===== config.mk =====
export PLATFORM = sky130hd
export DESIGN_NAME = rhtc_ctrl
export DESIGN_NICKNAME = d
export VERILOG_FILES = /design/src/hw/rhtc_pkg.sv /design/src/hw/rhtc_ctrl.sv
export SDC_FILE = /design/constraint.sdc
export NUM_CORES = 1
export LEC_CHECK = 0
export BUFFER_PORTS_ARGS = -buffer_cell sky130_fd_sc_hd__buf_2
export CORE_MARGIN = 3
export CORE_UTILIZATION = 40
export CTS_CLUSTER_SIZE = 14
export DETAILED_ROUTE_END_ITERATION = 6
export GPL_TIMING_DRIVEN = 0
export PLACE_DENSITY = 0.64
export SETUP_SLACK_MARGIN = 0.2
export SLEW_MARGIN = 10
export SYNTH_ARGS = -nofsm -noshare
export SYNTH_HDL_FRONTEND = slang
export SYNTH_SLANG_ARGS = --single-unit

===== constraint.sdc =====
create_clock -name ref_clk_in -period 3.7 [get_ports ref_clk_in]
set_input_delay 0.37 -clock ref_clk_in [delete_from_list [all_inputs] [get_ports ref_clk_in]]
set_output_delay 0.37 -clock ref_clk_in [all_outputs]
set_load 0.01 [all_outputs]

===== src/hw/rhtc_pkg.sv =====
// Purpose: constants for the row repair and training host controller
// Assumes: 250 MHz command clock, one command per clock
// Notes: device timings are plain defaults, retune per speed grade
package rhtc_pkg;
  localparam int CLK_PS = 4000;
  // software register byte offsets
  localparam logic [7:0] CTRL_OFS = 8'h00;
  localparam logic [7:0] TRR_CFG_OFS = 8'h04;
  localparam logic [7:0] CAPS_OFS = 8'h08;
  localparam logic [7:0] TRN_CFG_OFS = 8'h0C;
  localparam logic [7:0] STAT_OFS = 8'h10;
  // control register fields
  localparam int CTRL_TRR_BIT = 0;
  localparam int CTRL_PPR_BIT = 1;
  localparam int CTRL_TRN_BIT = 2;
  localparam int CTRL_ABT_BIT = 3;
  localparam logic [7:0] PPR_KEY = 8'hA5;
  localparam int PPR_KEY_LSB = 24;
  // device mode register addresses and bits
  localparam logic [5:0] ROW_HAMMER_CTRL_REG = 6'h18;
  localparam logic [5:0] REFRESH_REPAIR_REG = 6'h04;
  localparam logic [5:0] TRAINING_CTRL_REG = 6'h0D;
  localparam logic [5:0] PATTERN_LOW_REG = 6'h20;
  localparam logic [5:0] PATTERN_HIGH_REG = 6'h28;
  localparam int TRR_EN_BIT = 7;
  localparam int UNLIM_BIT = 3;
  localparam logic [7:0] REPAIR_ON_OP = 8'h10;
  localparam logic [7:0] TRN_ON_OP = 8'h02;
  localparam logic [7:0] OP_ZERO = 8'h00;
  // timings in their own units
  localparam int MRD_NS = 14;
  localparam int RAS_NS = 42;
  localparam int RP_NS = 18;
  localparam int SDO_NS = 20;
  localparam int REPAIR_EXIT_NS = 15;
  localparam int REPAIR_PROG_MS = 1000;
  localparam int REPAIR_SETTLE_US = 50;
  localparam int CCD_CYC = 8;
  // least times rounded up to whole cycles
  localparam int MRD_CYC = (MRD_NS * 1000 + CLK_PS - 1) / CLK_PS;
  localparam int RAS_CYC = (RAS_NS * 1000 + CLK_PS - 1) / CLK_PS;
  localparam int RAS15_CYC = (RAS_NS * 1500 + CLK_PS - 1) / CLK_PS;
  localparam int RP_CYC = (RP_NS * 1000 + CLK_PS - 1) / CLK_PS;
  localparam int SDO_CYC = (SDO_NS * 1000 + CLK_PS - 1) / CLK_PS;
  localparam int EXIT_CYC = (REPAIR_EXIT_NS * 1000 + CLK_PS - 1) / CLK_PS;
  localparam int HOLD_CYC = RAS15_CYC + RP_CYC;
  localparam int PROG_CYC = REPAIR_PROG_MS * (1000000000 / CLK_PS);
  localparam int SETTLE_CYC = REPAIR_SETTLE_US * (1000000 / CLK_PS);
  typedef enum logic [2:0] {
    CMD_MRW, CMD_ACT, CMD_PRE, CMD_PREA, CMD_MPC_RDC, CMD_CAS2
  } rhtc_cmd_type;
endpackage


===== src/hw/rhtc_ctrl.sv =====
// What this block does
// - enable bit 7 of row hammer control starts targeted refresh; bits 6:4 pick bank.
// - unlimited activate limit (low bits 000, bit 3 set) skips targeted refresh.
// - enter targeted refresh from idle only; no mode writes except abort.
// - completed mode may be exited by clearing enable; bank field ignored.
// - three activates and three precharges of the hammered bank complete it.
// - after enabling write and delay, only activate and precharge go out.
// - other banks stay idle 1.5 row-active plus one precharge time from first activate.
// - precharge 1.5 or 1 row-active after activate; activate one precharge time later.
// - recovery clears enable, sends three spaced precharges, then reruns the sequence.
// - no refresh or self-refresh entry while targeted refresh runs.
// - targeted activates count toward four-activate window; normal timings stay.
// - repair support read from repair resource register; one row per bank.
// - repair: precharge all, set bit 4, activate, precharge, clear bit 4.
// - no commands at all for the whole repair programming time.
// - wait 15 ns after repair precharge, 50 us after leaving repair.
// - after repair a full reset is needed; contents may be lost.
// - each calibration command plus CAS-2 returns low then high pattern.
// - training sends only calibration commands, column delay apart, operands low, BL16; the first calibration command goes out with operand TRN_ON_OP.
//
// Purpose: host sequencer for targeted refresh, spare-row repair, preamble training
// Assumes: one command slot per clock; scheduler honours the hold outputs
// Notes: long repair counts are parameters so simulation can shorten them
`timescale 1ns/1ns
`default_nettype none
module rhtc_ctrl #(
  parameter int PROG_CYCLES = rhtc_pkg::PROG_CYC,
  parameter int SETTLE_CYCLES = rhtc_pkg::SETTLE_CYC
) (
  input wire logic ref_clk_in,
  input wire logic rst_n_in,
  input wire logic [7:0] addr_in,
  input wire logic [31:0] wdata_in,
  input wire logic wr_in,
  input wire logic rd_in,
  output logic [31:0] rdata_out,
  output logic cmd_valid_out,
  output logic [2:0] cmd_code_out,
  output logic [2:0] cmd_bank_out,
  output logic [15:0] cmd_row_out,
  output logic [5:0] cmd_mr_addr_out,
  output logic [7:0] cmd_op_out,
  output logic refresh_hold_out,
  output logic bank_hold_out
);
  // ---------------------------------------------------------------
  // sequencer states
  // ---------------------------------------------------------------
  typedef enum logic [4:0] {
    S_IDLE, S_T_MRW, S_T_ACT, S_T_PRE, S_T_END, S_A_MRW, S_A_PRE,
    S_P_PREA, S_P_ON, S_P_ACT, S_P_PRE, S_P_OFF, S_P_END,
    S_N_LOW, S_N_HIGH, S_N_ON, S_N_MPC, S_N_CAS, S_N_OFF, S_N_END
  } rhtc_state_type;

  rhtc_state_type state_r, state_nxt;
  logic [31:0] tmr_r, tmr_nxt;
  logic [15:0] hold_r, hold_nxt;
  logic [7:0] cnt_r, cnt_nxt;
  logic [2:0] bank_r, bank_nxt;
  logic [15:0] row_r, row_nxt;
  logic [7:0] caps_r, caps_nxt;
  logic [7:0] res_r, res_nxt;
  logic [23:0] trn_r, trn_nxt;
  logic [4:0] flag_r, flag_nxt;
  logic cv_r, cv_nxt;
  logic [2:0] cc_r, cc_nxt;
  logic [7:0] op_r, op_nxt;
  logic [5:0] ma_r, ma_nxt;
  logic [15:0] crow_r, crow_nxt;
  logic [31:0] rd_r, rd_nxt;
  logic go, trr_st, abt, wr_ctrl, unlim, in_trr, in_ppr;
  logic [7:0] last;

  // ---------------------------------------------------------------
  // register port and sequencer next state
  // ---------------------------------------------------------------
  always_comb
  begin
    state_nxt = state_r;
    tmr_nxt = tmr_r;
    hold_nxt = (hold_r != 16'h0000) ? hold_r - 16'h0001 : hold_r;
    cnt_nxt = cnt_r;
    bank_nxt = bank_r;
    row_nxt = row_r;
    caps_nxt = caps_r;
    res_nxt = res_r;
    trn_nxt = trn_r;
    flag_nxt = flag_r;
    cv_nxt = 1'b0;
    cc_nxt = cc_r;
    op_nxt = op_r;
    ma_nxt = ma_r;
    crow_nxt = crow_r;
    rd_nxt = 32'h0000_0000;
    wr_ctrl = wr_in && (addr_in == rhtc_pkg::CTRL_OFS);
    abt = wr_ctrl && wdata_in[rhtc_pkg::CTRL_ABT_BIT];
    unlim = (caps_r[2:0] == 3'h0) && caps_r[rhtc_pkg::UNLIM_BIT];
    in_trr = (state_r >= S_T_MRW) && (state_r <= S_A_PRE);
    in_ppr = (state_r >= S_P_PREA) && (state_r <= S_P_END);
    trr_st = (state_r >= S_T_ACT) && (state_r <= S_T_PRE);
    go = (tmr_r == 32'h0000_0000);
    last = (trn_r[23:16] == 8'h00) ? 8'h00 : trn_r[23:16] - 8'h01;
    if (wr_in && state_r == S_IDLE)
    begin
      unique case (addr_in)
        rhtc_pkg::TRR_CFG_OFS:
        begin
          bank_nxt = wdata_in[2:0];
          row_nxt = wdata_in[31:16];
        end
        rhtc_pkg::CAPS_OFS:
        begin
          caps_nxt = wdata_in[7:0];
          res_nxt = wdata_in[15:8];
        end
        rhtc_pkg::TRN_CFG_OFS: trn_nxt = wdata_in[23:0];
        default: ;
      endcase
    end
    if (wr_in && addr_in == rhtc_pkg::STAT_OFS)
      flag_nxt = flag_r & ~wdata_in[4:0];
    if (rd_in)
    begin
      unique case (addr_in)
        rhtc_pkg::TRR_CFG_OFS: rd_nxt = {row_r, 13'h0000, bank_r};
        rhtc_pkg::CAPS_OFS: rd_nxt = {16'h0000, res_r, caps_r};
        rhtc_pkg::TRN_CFG_OFS: rd_nxt = {8'h00, trn_r};
        rhtc_pkg::STAT_OFS: rd_nxt = {16'h0000, 3'h0, state_r, 2'h0,
          state_r != S_IDLE, flag_r};
        default: rd_nxt = 32'h0000_0000;
      endcase
    end
    if (!go)
      tmr_nxt = tmr_r - 32'h0000_0001;
    unique case (state_r)
      S_IDLE:
      begin
        cnt_nxt = 8'h00;
        if (wr_ctrl && wdata_in[rhtc_pkg::CTRL_TRR_BIT])
        begin
          if (unlim)
            flag_nxt[3] = 1'b1;
          else
            state_nxt = S_T_MRW;
        end
        else if (wr_ctrl && wdata_in[rhtc_pkg::CTRL_PPR_BIT])
        begin
          if (wdata_in[31:rhtc_pkg::PPR_KEY_LSB] != rhtc_pkg::PPR_KEY
              || !res_r[bank_r] || flag_r[1])
            flag_nxt[4] = 1'b1;
          else
            state_nxt = S_P_PREA;
        end
        else if (wr_ctrl && wdata_in[rhtc_pkg::CTRL_TRN_BIT])
          state_nxt = S_N_LOW;
      end
      S_T_MRW:
        if (go)
        begin
          cv_nxt = 1'b1;
          cc_nxt = rhtc_pkg::CMD_MRW;
          ma_nxt = rhtc_pkg::ROW_HAMMER_CTRL_REG;
          op_nxt = {1'b1, bank_r, caps_r[3:0]};
          tmr_nxt = 32'(rhtc_pkg::MRD_CYC - 1);
          cnt_nxt = 8'h00;
          state_nxt = S_T_ACT;
        end
      S_T_ACT:
        if (go)
        begin
          cv_nxt = 1'b1;
          cc_nxt = rhtc_pkg::CMD_ACT;
          crow_nxt = row_r;
          if (cnt_r == 8'h00)
          begin
            tmr_nxt = 32'(rhtc_pkg::RAS15_CYC - 1);
            hold_nxt = 16'(rhtc_pkg::HOLD_CYC);
          end
          else
            tmr_nxt = 32'(rhtc_pkg::RAS_CYC - 1);
          state_nxt = S_T_PRE;
        end
      S_T_PRE:
        if (go)
        begin
          cv_nxt = 1'b1;
          cc_nxt = rhtc_pkg::CMD_PRE;
          cnt_nxt = cnt_r + 8'h01;
          if (cnt_r == 8'h02)
          begin
            tmr_nxt = 32'(rhtc_pkg::RP_CYC + rhtc_pkg::MRD_CYC - 1);
            state_nxt = S_T_END;
          end
          else
          begin
            tmr_nxt = 32'(rhtc_pkg::RP_CYC - 1);
            state_nxt = S_T_ACT;
          end
        end
      S_T_END:
        if (go)
        begin
          flag_nxt[0] = 1'b1;
          state_nxt = S_IDLE;
        end
      S_A_MRW:
        if (go)
        begin
          cv_nxt = 1'b1;
          cc_nxt = rhtc_pkg::CMD_MRW;
          ma_nxt = rhtc_pkg::ROW_HAMMER_CTRL_REG;
          op_nxt = {1'b0, bank_r, caps_r[3:0]};
          tmr_nxt = 32'(rhtc_pkg::MRD_CYC - 1);
          cnt_nxt = 8'h00;
          state_nxt = S_A_PRE;
        end
      S_A_PRE:
        if (go)
        begin
          cv_nxt = 1'b1;
          cc_nxt = rhtc_pkg::CMD_PRE;
          tmr_nxt = 32'(rhtc_pkg::RP_CYC - 1);
          cnt_nxt = cnt_r + 8'h01;
          if (cnt_r == 8'h02)
            state_nxt = S_T_MRW;
        end
      S_P_PREA:
        if (go)
        begin
          cv_nxt = 1'b1;
          cc_nxt = rhtc_pkg::CMD_PREA;
          tmr_nxt = 32'(rhtc_pkg::RP_CYC - 1);
          state_nxt = S_P_ON;
        end
      S_P_ON:
        if (go)
        begin
          cv_nxt = 1'b1;
          cc_nxt = rhtc_pkg::CMD_MRW;
          ma_nxt = rhtc_pkg::REFRESH_REPAIR_REG;
          op_nxt = rhtc_pkg::REPAIR_ON_OP;
          tmr_nxt = 32'(rhtc_pkg::MRD_CYC - 1);
          state_nxt = S_P_ACT;
        end
      S_P_ACT:
        if (go)
        begin
          cv_nxt = 1'b1;
          cc_nxt = rhtc_pkg::CMD_ACT;
          crow_nxt = row_r;
          tmr_nxt = 32'(PROG_CYCLES - 1);
          state_nxt = S_P_PRE;
        end
      S_P_PRE:
        if (go)
        begin
          cv_nxt = 1'b1;
          cc_nxt = rhtc_pkg::CMD_PRE;
          tmr_nxt = 32'(rhtc_pkg::EXIT_CYC - 1);
          state_nxt = S_P_OFF;
        end
      S_P_OFF:
        if (go)
        begin
          cv_nxt = 1'b1;
          cc_nxt = rhtc_pkg::CMD_MRW;
          ma_nxt = rhtc_pkg::REFRESH_REPAIR_REG;
          op_nxt = rhtc_pkg::OP_ZERO;
          tmr_nxt = 32'(SETTLE_CYCLES - 1);
          state_nxt = S_P_END;
        end
      S_P_END:
        if (go)
        begin
          flag_nxt[1] = 1'b1;
          state_nxt = S_IDLE;
        end
      S_N_LOW:
        if (go)
        begin
          cv_nxt = 1'b1;
          cc_nxt = rhtc_pkg::CMD_MRW;
          ma_nxt = rhtc_pkg::PATTERN_LOW_REG;
          op_nxt = trn_r[7:0];
          tmr_nxt = 32'(rhtc_pkg::MRD_CYC - 1);
          state_nxt = S_N_HIGH;
        end
      S_N_HIGH:
        if (go)
        begin
          cv_nxt = 1'b1;
          cc_nxt = rhtc_pkg::CMD_MRW;
          ma_nxt = rhtc_pkg::PATTERN_HIGH_REG;
          op_nxt = trn_r[15:8];
          tmr_nxt = 32'(rhtc_pkg::MRD_CYC - 1);
          state_nxt = S_N_ON;
        end
      S_N_ON:
        if (go)
        begin
          cv_nxt = 1'b1;
          cc_nxt = rhtc_pkg::CMD_MRW;
          ma_nxt = rhtc_pkg::TRAINING_CTRL_REG;
          op_nxt = rhtc_pkg::TRN_ON_OP;
          tmr_nxt = 32'(rhtc_pkg::MRD_CYC + rhtc_pkg::SDO_CYC - 1);
          cnt_nxt = 8'h00;
          state_nxt = S_N_MPC;
        end
      S_N_MPC:
        if (go)
        begin
          cv_nxt = 1'b1;
          cc_nxt = rhtc_pkg::CMD_MPC_RDC;
          state_nxt = S_N_CAS;
        end
      S_N_CAS:
      begin
        cv_nxt = 1'b1;
        cc_nxt = rhtc_pkg::CMD_CAS2;
        op_nxt = rhtc_pkg::OP_ZERO;
        tmr_nxt = 32'(rhtc_pkg::CCD_CYC - 2);
        cnt_nxt = cnt_r + 8'h01;
        state_nxt = (cnt_r == last) ? S_N_OFF : S_N_MPC;
      end
      S_N_OFF:
        if (go)
        begin
          cv_nxt = 1'b1;
          cc_nxt = rhtc_pkg::CMD_MRW;
          ma_nxt = rhtc_pkg::TRAINING_CTRL_REG;
          op_nxt = rhtc_pkg::OP_ZERO;
          tmr_nxt = 32'(rhtc_pkg::MRD_CYC + rhtc_pkg::SDO_CYC - 1);
          state_nxt = S_N_END;
        end
      S_N_END:
        if (go)
        begin
          flag_nxt[2] = 1'b1;
          state_nxt = S_IDLE;
        end
    endcase
    if (abt && trr_st)
    begin
      tmr_nxt = 32'(rhtc_pkg::RP_CYC - 1);
      cv_nxt = 1'b0;
      state_nxt = S_A_MRW;
    end
    refresh_hold_out = in_trr || in_ppr;
  end

  assign bank_hold_out = (hold_r != 16'h0000) || in_ppr;

  // ---------------------------------------------------------------
  // state registers
  // ---------------------------------------------------------------
  always_ff @(posedge ref_clk_in or negedge rst_n_in)
  begin
    if (!rst_n_in)
    begin
      state_r <= S_IDLE;
      tmr_r <= 32'h0000_0000;
      hold_r <= 16'h0000;
      cnt_r <= 8'h00;
      bank_r <= 3'h0;
      row_r <= 16'h0000;
      caps_r <= 8'h00;
      res_r <= 8'h00;
      trn_r <= 24'h00_0000;
      flag_r <= 5'h00;
      cv_r <= 1'b0;
      cc_r <= 3'h0;
      op_r <= 8'h00;
      ma_r <= 6'h00;
      crow_r <= 16'h0000;
      rd_r <= 32'h0000_0000;
    end
    else
    begin
      state_r <= state_nxt;
      tmr_r <= tmr_nxt;
      hold_r <= hold_nxt;
      cnt_r <= cnt_nxt;
      bank_r <= bank_nxt;
      row_r <= row_nxt;
      caps_r <= caps_nxt;
      res_r <= res_nxt;
      trn_r <= trn_nxt;
      flag_r <= flag_nxt;
      cv_r <= cv_nxt;
      cc_r <= cc_nxt;
      op_r <= op_nxt;
      ma_r <= ma_nxt;
      crow_r <= crow_nxt;
      rd_r <= rd_nxt;
    end
  end

  assign rdata_out = rd_r;
  assign cmd_valid_out = cv_r;
  assign cmd_code_out = cc_r;
  assign cmd_bank_out = bank_r;
  assign cmd_row_out = crow_r;
  assign cmd_mr_addr_out = ma_r;
  assign cmd_op_out = op_r;
endmodule // rhtc_ctrl
`default_nettype wire


=== Yosys cells after proc, flatten, opt, wreduce, memory -nomap -nowiden ===
Index checks and enable logic that the tools add are counted.

* Register bits: 191
* Input bits: 44
* Output and inout port bits: 71
* Word-level logic and storage cells: 228

* $add $sub $neg: 4
* Magnitude comparators: 7
* Equal/unequal tests: 63
* Multiplexer cells: 85
* Bitwise operators: 2
* Reductions and logical operators: 51

{| class="wikitable"
|+ Operators with widths
! cell !! number
|-
| 32-bit two-way mux || 10
|-
| 32-bit case mux with 8 select lines || 1
|-
| 32-bit case mux with 4 select lines || 1
|-
| 5-bit two-way mux || 24
|-
| 5-bit case mux with 18 select lines || 1
|-
| 8-bit two-way mux || 9
|-
| 16-bit two-way mux || 4
|-
| 8-bit case mux with 8 select lines || 1
|-
| 3-bit inequality test, second input constant || 16
|-
| 5-bit by 4-bit equality test with 1-bit output, second input constant || 8
|-
| 32-bit zero test || 1
|-
| 8-bit case mux with 4 select lines || 1
|-
| 32-bit by 1-bit subtractor with 32-bit output, second input constant || 1
|-
| 6-bit two-way mux || 5
|-
| 6-bit case mux with 5 select lines || 1
|-
| 8-bit zero test || 3
|-
| 3-bit two-way mux || 7
|-
| 5-bit by 3-bit equality test with 1-bit output, second input constant || 4
|-
| 5-bit equality test, second input constant || 4
|-
| 20-bit AND reduction || 1
|-
| 2-bit by 1-bit inequality test with 1-bit output, second input constant || 9
|-
| 3-bit case mux with 6 select lines || 1
|-
| 8-bit by 4-bit equality test with 1-bit output, second input constant || 2
|-
| 2-bit inequality test, second input constant || 8
|-
| 47 further kinds || 89
|}

=== Logic depth before layout (Yosys ltp) ===
Gate-level depths: netlist (run 1).

* Word-level depth: 10
* Gate-level depth with buffers: 12
* Depth with buffers taken out: 10

=== Worst setup path after synthesis (run 1) ===
No wires, ideal clock.

* Path kind: register to register
* Start: register tmr_r[0]
* End: register crow_r[10], in the netlist cmd_row_out[10]
* Library setup time: 0.125 ns
* Arrival time: 2.774 ns
* Required time: 3.575 ns
* Slack: 0.801 ns
* Stages on the path, launching flop included: 10
* Path buffers: 2
* Clock period less this slack: 2.899 ns
* Path through: dfrtp_1 -> inv_1 -> ha_1 -> or4b_1 -> clkbuf_1 -> nor3_2 -> nand4_1 -> nor4b_4 -> buf_4 -> mux2_2

* Word-level cells in the longest chain between the ends: 2

{| class="wikitable"
|+ RTL lines
! element !! line !! source
|-
| start: declaration || rhtc_ctrl.sv:56 || <nowiki>logic [31:0] tmr_r, tmr_nxt;</nowiki>
|-
| start signal: assignment || rhtc_ctrl.sv:380 || <nowiki>tmr_r <= tmr_nxt;</nowiki>
|-
| 32-bit zero test || rhtc_ctrl.sv:101 || <nowiki>go = (tmr_r == 32'h0000_0000);</nowiki>
|-
| 2-bit AND reduction (no source line) || - ||
|-
| end signal: assignment || rhtc_ctrl.sv:393 || <nowiki>crow_r <= crow_nxt;</nowiki>
|-
| end: declaration || rhtc_ctrl.sv:69 || <nowiki>logic [15:0] crow_r, crow_nxt;</nowiki>
|}

No other way between the ends.
A chain may end at the register's enable or synchronous reset.

=== Worst setup path after layout (run 1) ===
* Start: register state_r[4]
* End: output port bank_hold_out

* Word-level cells in the longest chain between the ends: 3
* Elaborated cells between the ends (all ways): 4
* Those cells by class: order compare: 2; reduce/logical: 2

{| class="wikitable"
|+ RTL lines
! element !! line !! source
|-
| start: declaration || rhtc_ctrl.sv:55 || <nowiki>rhtc_state_type state_r, state_nxt;</nowiki>
|-
| start signal: assignment || rhtc_ctrl.sv:379 || <nowiki>state_r <= state_nxt;</nowiki>
|-
| 5-bit by 3-bit >= comparator with 1-bit output or 5-bit by 4-bit <= comparator with 1-bit output (tied branches) || rhtc_ctrl.sv:99 || <nowiki>in_ppr = (state_r >= S_P_PREA) && (state_r <= S_P_END);</nowiki>
|-
| 1-bit logical AND * || rhtc_ctrl.sv:99 ||
|-
| 1-bit logical OR * || rhtc_ctrl.sv:351 || <nowiki>assign bank_hold_out = (hold_r != 16'h0000) || in_ppr;</nowiki>
|-
| end: declaration || rhtc_ctrl.sv:44 || <nowiki>output logic bank_hold_out</nowiki>
|}

Mark *: on every way between the ends. The rest lies on a longest branch, timed or not.

==> results of run 1 <==
## final timing paths
kind | startpoint | end | cells after the start | slack (ns)
hold / removal | wdata_in[17] | trn_r[17] | 3 | 0.14
hold reg to reg | cmd_mr_addr_out[2] | cmd_mr_addr_out[2] | 2 | 0.48
max in group asynchronous | rst_n_in | cnt_r[1] | 3 | 2.26
min in group asynchronous | rst_n_in | hold_r[10] | 2 | 0.49
setup / recovery | state_r[4] | bank_hold_out | 6 | 0.31
setup reg to reg | tmr_r[0] | tmr_r[7] | 11 | 0.39
## sequential cells by signal (all words and copies together) (netlist names)
| signal | count |
|---|---|
| rdata_out | 32 |
| tmr_r | 32 |
| trn_r | 24 |
| cmd_row_out | 16 |
| hold_r | 16 |
| row_r | 16 |
| caps_r | 8 |
| cmd_op_out | 8 |
| cnt_r | 8 |
| res_r | 8 |
| cmd_mr_addr_out | 5 |
| flag_r | 5 |
| state_r | 5 |
| cmd_bank_out | 3 |
| cmd_code_out | 3 |
| cmd_valid_out | 1 |
## cell usage after synthesis, drive strengths merged, types with 7 or more instances
| cell type | number |
|---|---|
| a21oi | 75 |
| o31ai | 9 |
| nor4b | 7 |
| buf | 15 |
| mux2 | 79 |
| xnor2 | 37 |
| clkbuf | 40 |
| a22oi | 18 |
| nor2b | 7 |
| o21ai | 45 |
| or4 | 11 |
| nor2 | 121 |
| xor2 | 9 |
| a222oi | 11 |
| and2 | 11 |
| nand4 | 7 |
| or3 | 15 |
| ha | 9 |
| dfrtp | 190 |
| nor3 | 22 |
| nor4 | 18 |
| mux2i | 18 |
| nand3 | 20 |
| and3 | 8 |
| nand2 | 75 |
| inv | 16 |
## final cells by class
| cell class | instances | area, um2 | share of cell area (%) |
|---|---|---|---|
| Sequential cell | 190 | 4755 | 41.98 |
| Buffer | 55 | 225.2 | 1.989 |
| Clock buffer | 17 | 425.4 | 3.756 |
| Inverter | 18 | 67.56 | 0.5966 |
| Multi-Input combinational cell | 696 | 4623 | 40.82 |
| Tap cell | 319 | 399.1 | 3.524 |
| Timing Repair Buffer | 115 | 618.1 | 5.457 |
| Clock inverter | 15 | 212.7 | 1.878 |
## power groups by stage
stage          combinational [mW]  sequential (mW)  clock [mW]
6_report                     1.92             2.48        1.94
2_1_floorplan                1.32             2.47           0
3_3_place_gp                 1.84             2.51           0
3_5_place_dp                 1.87             2.51           0
5_1_grt                      2.12             2.51        2.07
4_1_cts                      1.88             2.47        1.97
## cells by family (layout without fill, tap and decap cells)
kind of cell | Yosys count | count (layout)
buffers and inverters | 73 | 220
xor gates and xnor gates | 46 | 46
muxes | 97 | 97
DFF | 190 | 190
adders and majority gates | 9 | 9
other | 1 | 1
AOI/OAI and AO/OA | 197 | 197
and+or+nand+nor | 346 | 346
## critical path, delay by kind of cell, from the launching register on
family / cells / cell delay (ns)
buf+inv: 5 / 2.00
compound gates: 1 / 0.22
flops: 1 / 0.36
## routing by layer
layer	routed length [um]	share of wire [%]	up-vias	global-route usage (%)
li1	-	-	3723	-
met1	11600	44	3817	28.47
met2	11680	45	289	30.56
met3	2383	9.1	41	6.694
met4	415	1.6	0	4.928
met5	0	0	-	0
## cells in the final DEF (no fill, tap or decap), drive strengths merged, types with 11 or more instances in the layout
cell and instances:
nor4 18, dfrtp 190, or3 15, inv 23, buf 129, nor3 22
a21oi 75, clkbuf 57, nand2 75, a222oi 11, o21ai 45, nor2 121
and2 11, nand3 20, mux2 79, xnor2 37, or4 11, mux2i 18
a22oi 18
## repair_timing
action / in CTS / in global routing
pin swaps: 1 / 0
resized for setup: 0 / 5
endpoints found under the setup margin: 22 / 15
hold buffers: 1 / 0
hold endpoints to repair: 81 / 0
setup buffers: 2 / 0
==> metrics.md, run 1 <==
| Metric | Value |
|---|---|
| Slew HR | 30.81% |
| Pint | 3.923 mW |
| Compound-cell area share of the yosys netlist | 13.06% |
| Pwr per Cell Area | 559.6 nW/um2 |
| Ys async rst share | 100.0% |
| IR drop worst, VDD | 0.0003266 V |
| Die W | 161.3 um |
| Final ANT Viol Nets | 0 |
| Fin area | 11330 um2 |
| Main synth FF type | dfrtp_1 |
| Critical Path Most Common Cell | clkbuf_1 |
| CP required | 3.33 ns |
| Final setup margin | 0.3150 ns |
| Clock Path Buffers | 2 |
| Top cell type's share of synthesized area | 49.28% |
| DP Area | 10640 um2 |
| Initial core utilization | 40.86% |
| Worst hold slack | 0.1398 ns |
| Worst hold path class | in -> reg |
| Clk pwr share | 30.7% |
| Total Wirelength | 26080 um |
| Clock Tree Root | clkbuf_16 |
| Area Overhead vs Synth | 17.39% |
| Post-route insts no fill | 1425 |
| Post-synth EDFFs | 0 |
| Worst Path Arrival | 3.02 ns |
| Xor and xnor area share after synthesis | 4.176% |
| Drt pass-1 iters | 6 |
| GRT overflow | 0 |
| Worst stage delay on the critical path | 0.47 ns |
| WS Path Type | reg -> out |
| GPL Wtd Cong | 0.9276 |
| Worst-path clk slew | 0.08 ns |
| Cell variety after synth | 72 |
| Seq cells post-synth | 190 |
| Fin crit period | 3.385 ns |
| # rows | 56 |
| Mapped Area | 9648 um2 |
| H-tree depth | 4 |
| Switching Fraction | 38.09% |
| Syn Area/Cell | 10.06 um2 |
| Final period util | 91.49% |
| Diode count | 0 |
| Setup violations, final | 0 |
| Run status | completed |
| Startpoint Class | flop |
| Dpl cells | 1390 |
| Global Route Usage Sum | 20.29% |
| Slew @ Worst Pin | 1.030 ns |
| Die ar. | 26020 um2 |
| Number of global-route vias before repair | 7877 |
| First-pass GRT wire length | 42260 um |
| Layout Nets | 1146 |
| Area leader, netlist | dfrtp_1 |
| Worst Setup End Kind | output port |
| I/O pin count | 115 |
| Core ar. | 23610 um2 |
| Post-layout util | 47.97% |
| MaxCap Viol Count | 0 |
| DR vias/cell | 5.523 |
| Pre-CTS setup slack | -0.009847 ns |
| Simple-Gate Fraction of Synth Area | 18.17% |
| Critical path, cell by cell | clkbuf_1, clkbuf_1, clkbuf_1, clkbuf_1, o21ai_0, buf_2 |
| Final clock skew | 0.01548 ns |
| Ys Warns | 0 |
| Largest net degree at the start of global routing | 110 |
| Final hold violation count | 0 |
| Total power draw | 6.338 mW |
| Via count | 7870 |
| WL/cell | 18.30 um |
| Psw | 2.414 mW |
| Comb power frac | 30.3% |
| Initial antenna violation count | 0 |
| Synth top area cells | dfrtp_1 49%, mux2_2 9.2%, nor2_1 4.7%, a21oi_1 3.9%, xnor2_1 3.4% |
| Reg power frac | 39.1% |
| Layout cells sized above 1 | 23.87% |
| Fillers | 2213 |
| Setup TNS | 0 ns |
| Mux contribution to synthesized area | 11.09% |
| CTS tree | done |
| Post-DP HPWL | 18520 um |
| PortBufs | 111 |
| Sink Count | 190 |
| TritonCTS buffer count | 17 |
| Final Max Slew Viols | 0 |
| Largest family of logic cells by synthesized area | simple AND/OR/NAND/NOR gates |
| Highest Clock Rate | 0.2954 GHz |
| Die height | 161.3 um |
| RSZ-0062 raised after global routing | yes |
| Post-synthesis sequential area ratio | 49.28% |
| Clk_lat worst skew | 0.45 ns |
| Synth Instances | 959 |
| DRC | 0 |
| Largest fanout on the critical path | 10 |
| Post-Synth Adder-Cell Area | 1.167% |
| Mapped Nets | 1012 |
| Starting DRT DRC Count | 758 |
| Slowest CP cell | clkbuf_1 |
| Leakage | 5.259 nW |
Note: power is estimated with default switching activity, not from simulation.
==> run 2, diff against run 1 <==
ABC_AREA = 1   (was default)
==> run 2 against run 1 <==
Effect of this change:
- sequential share of layout area down 2.1 points
- synthesized cell count up 43%
- sequential power up 5%
- die area up 5.8%
==> metrics.md, run 2 <==
| Metric | Value |
|---|---|
| Number of global-route vias before repair | 9295 |
| Worst Path Arrival | 3.05 ns |
| Post-CTS setup buffer count | 0 |
| # rows | 57 |
| Area Overhead vs Synth | 16.64% |
| Main synth FF type | dfrtp_1 |
| Area leader, netlist | dfrtp_1 |
| Worst stage delay on the critical path | 0.45 ns |
| Fin crit period | 2.714 ns |
| Ys async rst share | 100.0% |
| Fin area | 11930 um2 |
| Clk_lat worst skew | 0.45 ns |
| Final ANT Viol Nets | 0 |
| Leakage | 6.291 nW |
| Slowest CP cell | nand4_1 |
| Die W | 165.9 um |
| Via count | 9568 |
| Mapped Area | 10220 um2 |
| Setup violations, final | 0 |
| Starting DRT DRC Count | 843 |
| Run status | completed |
| Global Route Usage Sum | 21.76% |
| Largest net degree at the start of global routing | 81 |
| Core ar. | 24750 um2 |
| Slew @ Worst Pin | 0.6970 ns |
| Cell variety after synth | 45 |
| Initial core utilization | 41.32% |
| I/O pin count | 115 |
| Die height | 165.9 um |
| Critical Path Most Common Cell | inv_1 |
| Initial antenna violation count | 1 |
| Final Max Slew Viols | 0 |
| Final clock skew | 0.01427 ns |
| Layout Nets | 1558 |
| Final period util | 73.36% |
| Post-synthesis sequential area ratio | 46.50% |
| Seq cells post-synth | 190 |
| TritonCTS buffer count | 17 |
| Synth Instances | 1371 |
| CTS tree | done |
| First-pass GRT wire length | 49000 um |
| WL/cell | 16.21 um |
| MaxCap Viol Count | 0 |
| Post-layout util | 48.19% |
| Sink Count | 190 |
| Post-DP HPWL | 22380 um |
| Drt pass-1 iters | 6 |
| Top cell type's share of synthesized area | 46.50% |
| Layout cells sized above 1 | 13.77% |
| Total Wirelength | 29880 um |
| Synth top area cells | dfrtp_1 47%, nand2_1 13%, inv_1 6.9%, nor2_1 6.2%, o21ai_0 5.7% |
| Die ar. | 27520 um2 |
| Post-CTS Hold Fix Bufs | 1 |
| Crit path max-delay family | simple AND/OR/NAND/NOR gates |
| Leading cell type in the layout, fill and taps excluded | nand2_1 |
| Mapped Nets | 1424 |
| Worst hold path class | in -> reg |
| WS Path Type | reg -> reg |
| Worst-path clk slew | 0.08 ns |
| Most frequent cells after synthesis | 355 x nand2_1, 190 x dfrtp_1, 189 x inv_1, 169 x nor2_1, 116 x o21ai_0 |
| Slew HR | 53.53% |
| CP bufs+invs | 4 |
| Worst Setup End Kind | flop |
| Syn Area/Cell | 7.458 um2 |
| Pwr per Cell Area | 623.0 nW/um2 |
| Highest Clock Rate | 0.3684 GHz |
| Startpoint Class | flop |
| CP required | 4.03 ns |
| H-tree depth | 4 |
| DRC | 0 |
| DR vias/cell | 5.192 |
| Clock Path Buffers | 2 |
| Post_cts resized | 0 |
| RSZ-0062 raised after global routing | no |
| Top-count cell post-synth | nand2_1 |
| GRT overflow | 0 |
| Most frequent cells in the layout | 355 x nand2_1, 190 x dfrtp_1, 189 x inv_1 |
| Critical path, cell by cell | inv_1, ha_1, nand3_1, nor2_4, nand4_1, buf_2, nor3_2, inv_1, nand3_1, inv_1 |
| Clock Tree Root | clkbuf_16 |
| Post-synth EDFFs | 0 |
| PortBufs | 112 |
| IR drop worst, VDD | 0.0003518 V |
| GPL Wtd Cong | 0.9235 |
| Largest fanout on the critical path | 10 |
| DP Area | 11260 um2 |
| Final hold violation count | 0 |
| Ys Warns | 0 |
| Fillers | 2473 |
-- run 2: tightest hold or removal path: stages --
cell and delay [ns]:
buf_2 0.09, inv_1 0.05, o21ai_0 0.07
-- run 2: final cells by class --
cell class	instances	area, um2	share of cell area (%)
flip-flops and latches	190	4755	39.87
multi-input cells	957	4593	38.51
inverters	197	739.5	6.200
repair buffers	115	635.6	5.329
clock buffers	17	425.4	3.567
well taps	324	405.4	3.399
clock inverters	15	232.7	1.951
plain buffers	27	137.6	1.154
diodes	1	2.502	0.02098
-- run 2: stage by stage --
step           power, mW  std cells  TNS [ns]  worst slack (ns)  hold slack (ns)
4_1_cts            7.439       1842         0            0.9840           0.1732
5_1_grt            7.965       1843         0            0.8019           0.1815
3_5_place_dp       5.414       1809         0             1.012           0.2722
2_1_floorplan      4.628       1371         0             1.711          0.07441
3_3_place_gp       5.379       1807   -167.95           -0.9048           0.4655
6_report           7.430       1843         0            0.9858           0.1788
-- run 2: report_power, final --
part / leakage (nW) / switching (mW) / internal (mW)
Sequential: 2.54 / 0.268 / 2.34
Combinational: 3.43 / 1.91 / 0.906
Clock: 0.314 / 1.00 / 1.01
-- run 2: layer usage --
metal	track usage, %	wire length [um]	vias up
li1	-	-	4663
met1	31.03	13810	4503
met2	34.44	13670	348
met3	3.237	1758	54
met4	6.799	633	0
met5	0	0	-
-- run 2: cells by family (layout without fill, tap and decap cells) --
group	Yosys count	in the layout	synth area share, %
simple gates	713	713	30.13
buf+inv	224	371	8.578
compound gates	197	197	10.32
flops	190	190	46.50
xor+xnor	30	30	2.570
fa+ha+maj	9	9	1.101
mux	7	7	0.7710
other cells	1	2	0.03668
-- run 2: path summary, 6_finish.rpt --
check	from	slack, ns	end	cells past startpoint
worst max-delay path	tmr_r[0]	0.99	hold_r[14]	10
worst min-delay path	wdata_in[6]	0.18	trn_r[6]	3
worst max register to register	tmr_r[0]	0.99	hold_r[14]	10
worst min register to register	cmd_op_out[5]	0.49	cmd_op_out[5]	2
max in group asynchronous	rst_n_in	2.62	hold_r[12]	3
min in group asynchronous	rst_n_in	0.38	rdata_out[31]	2
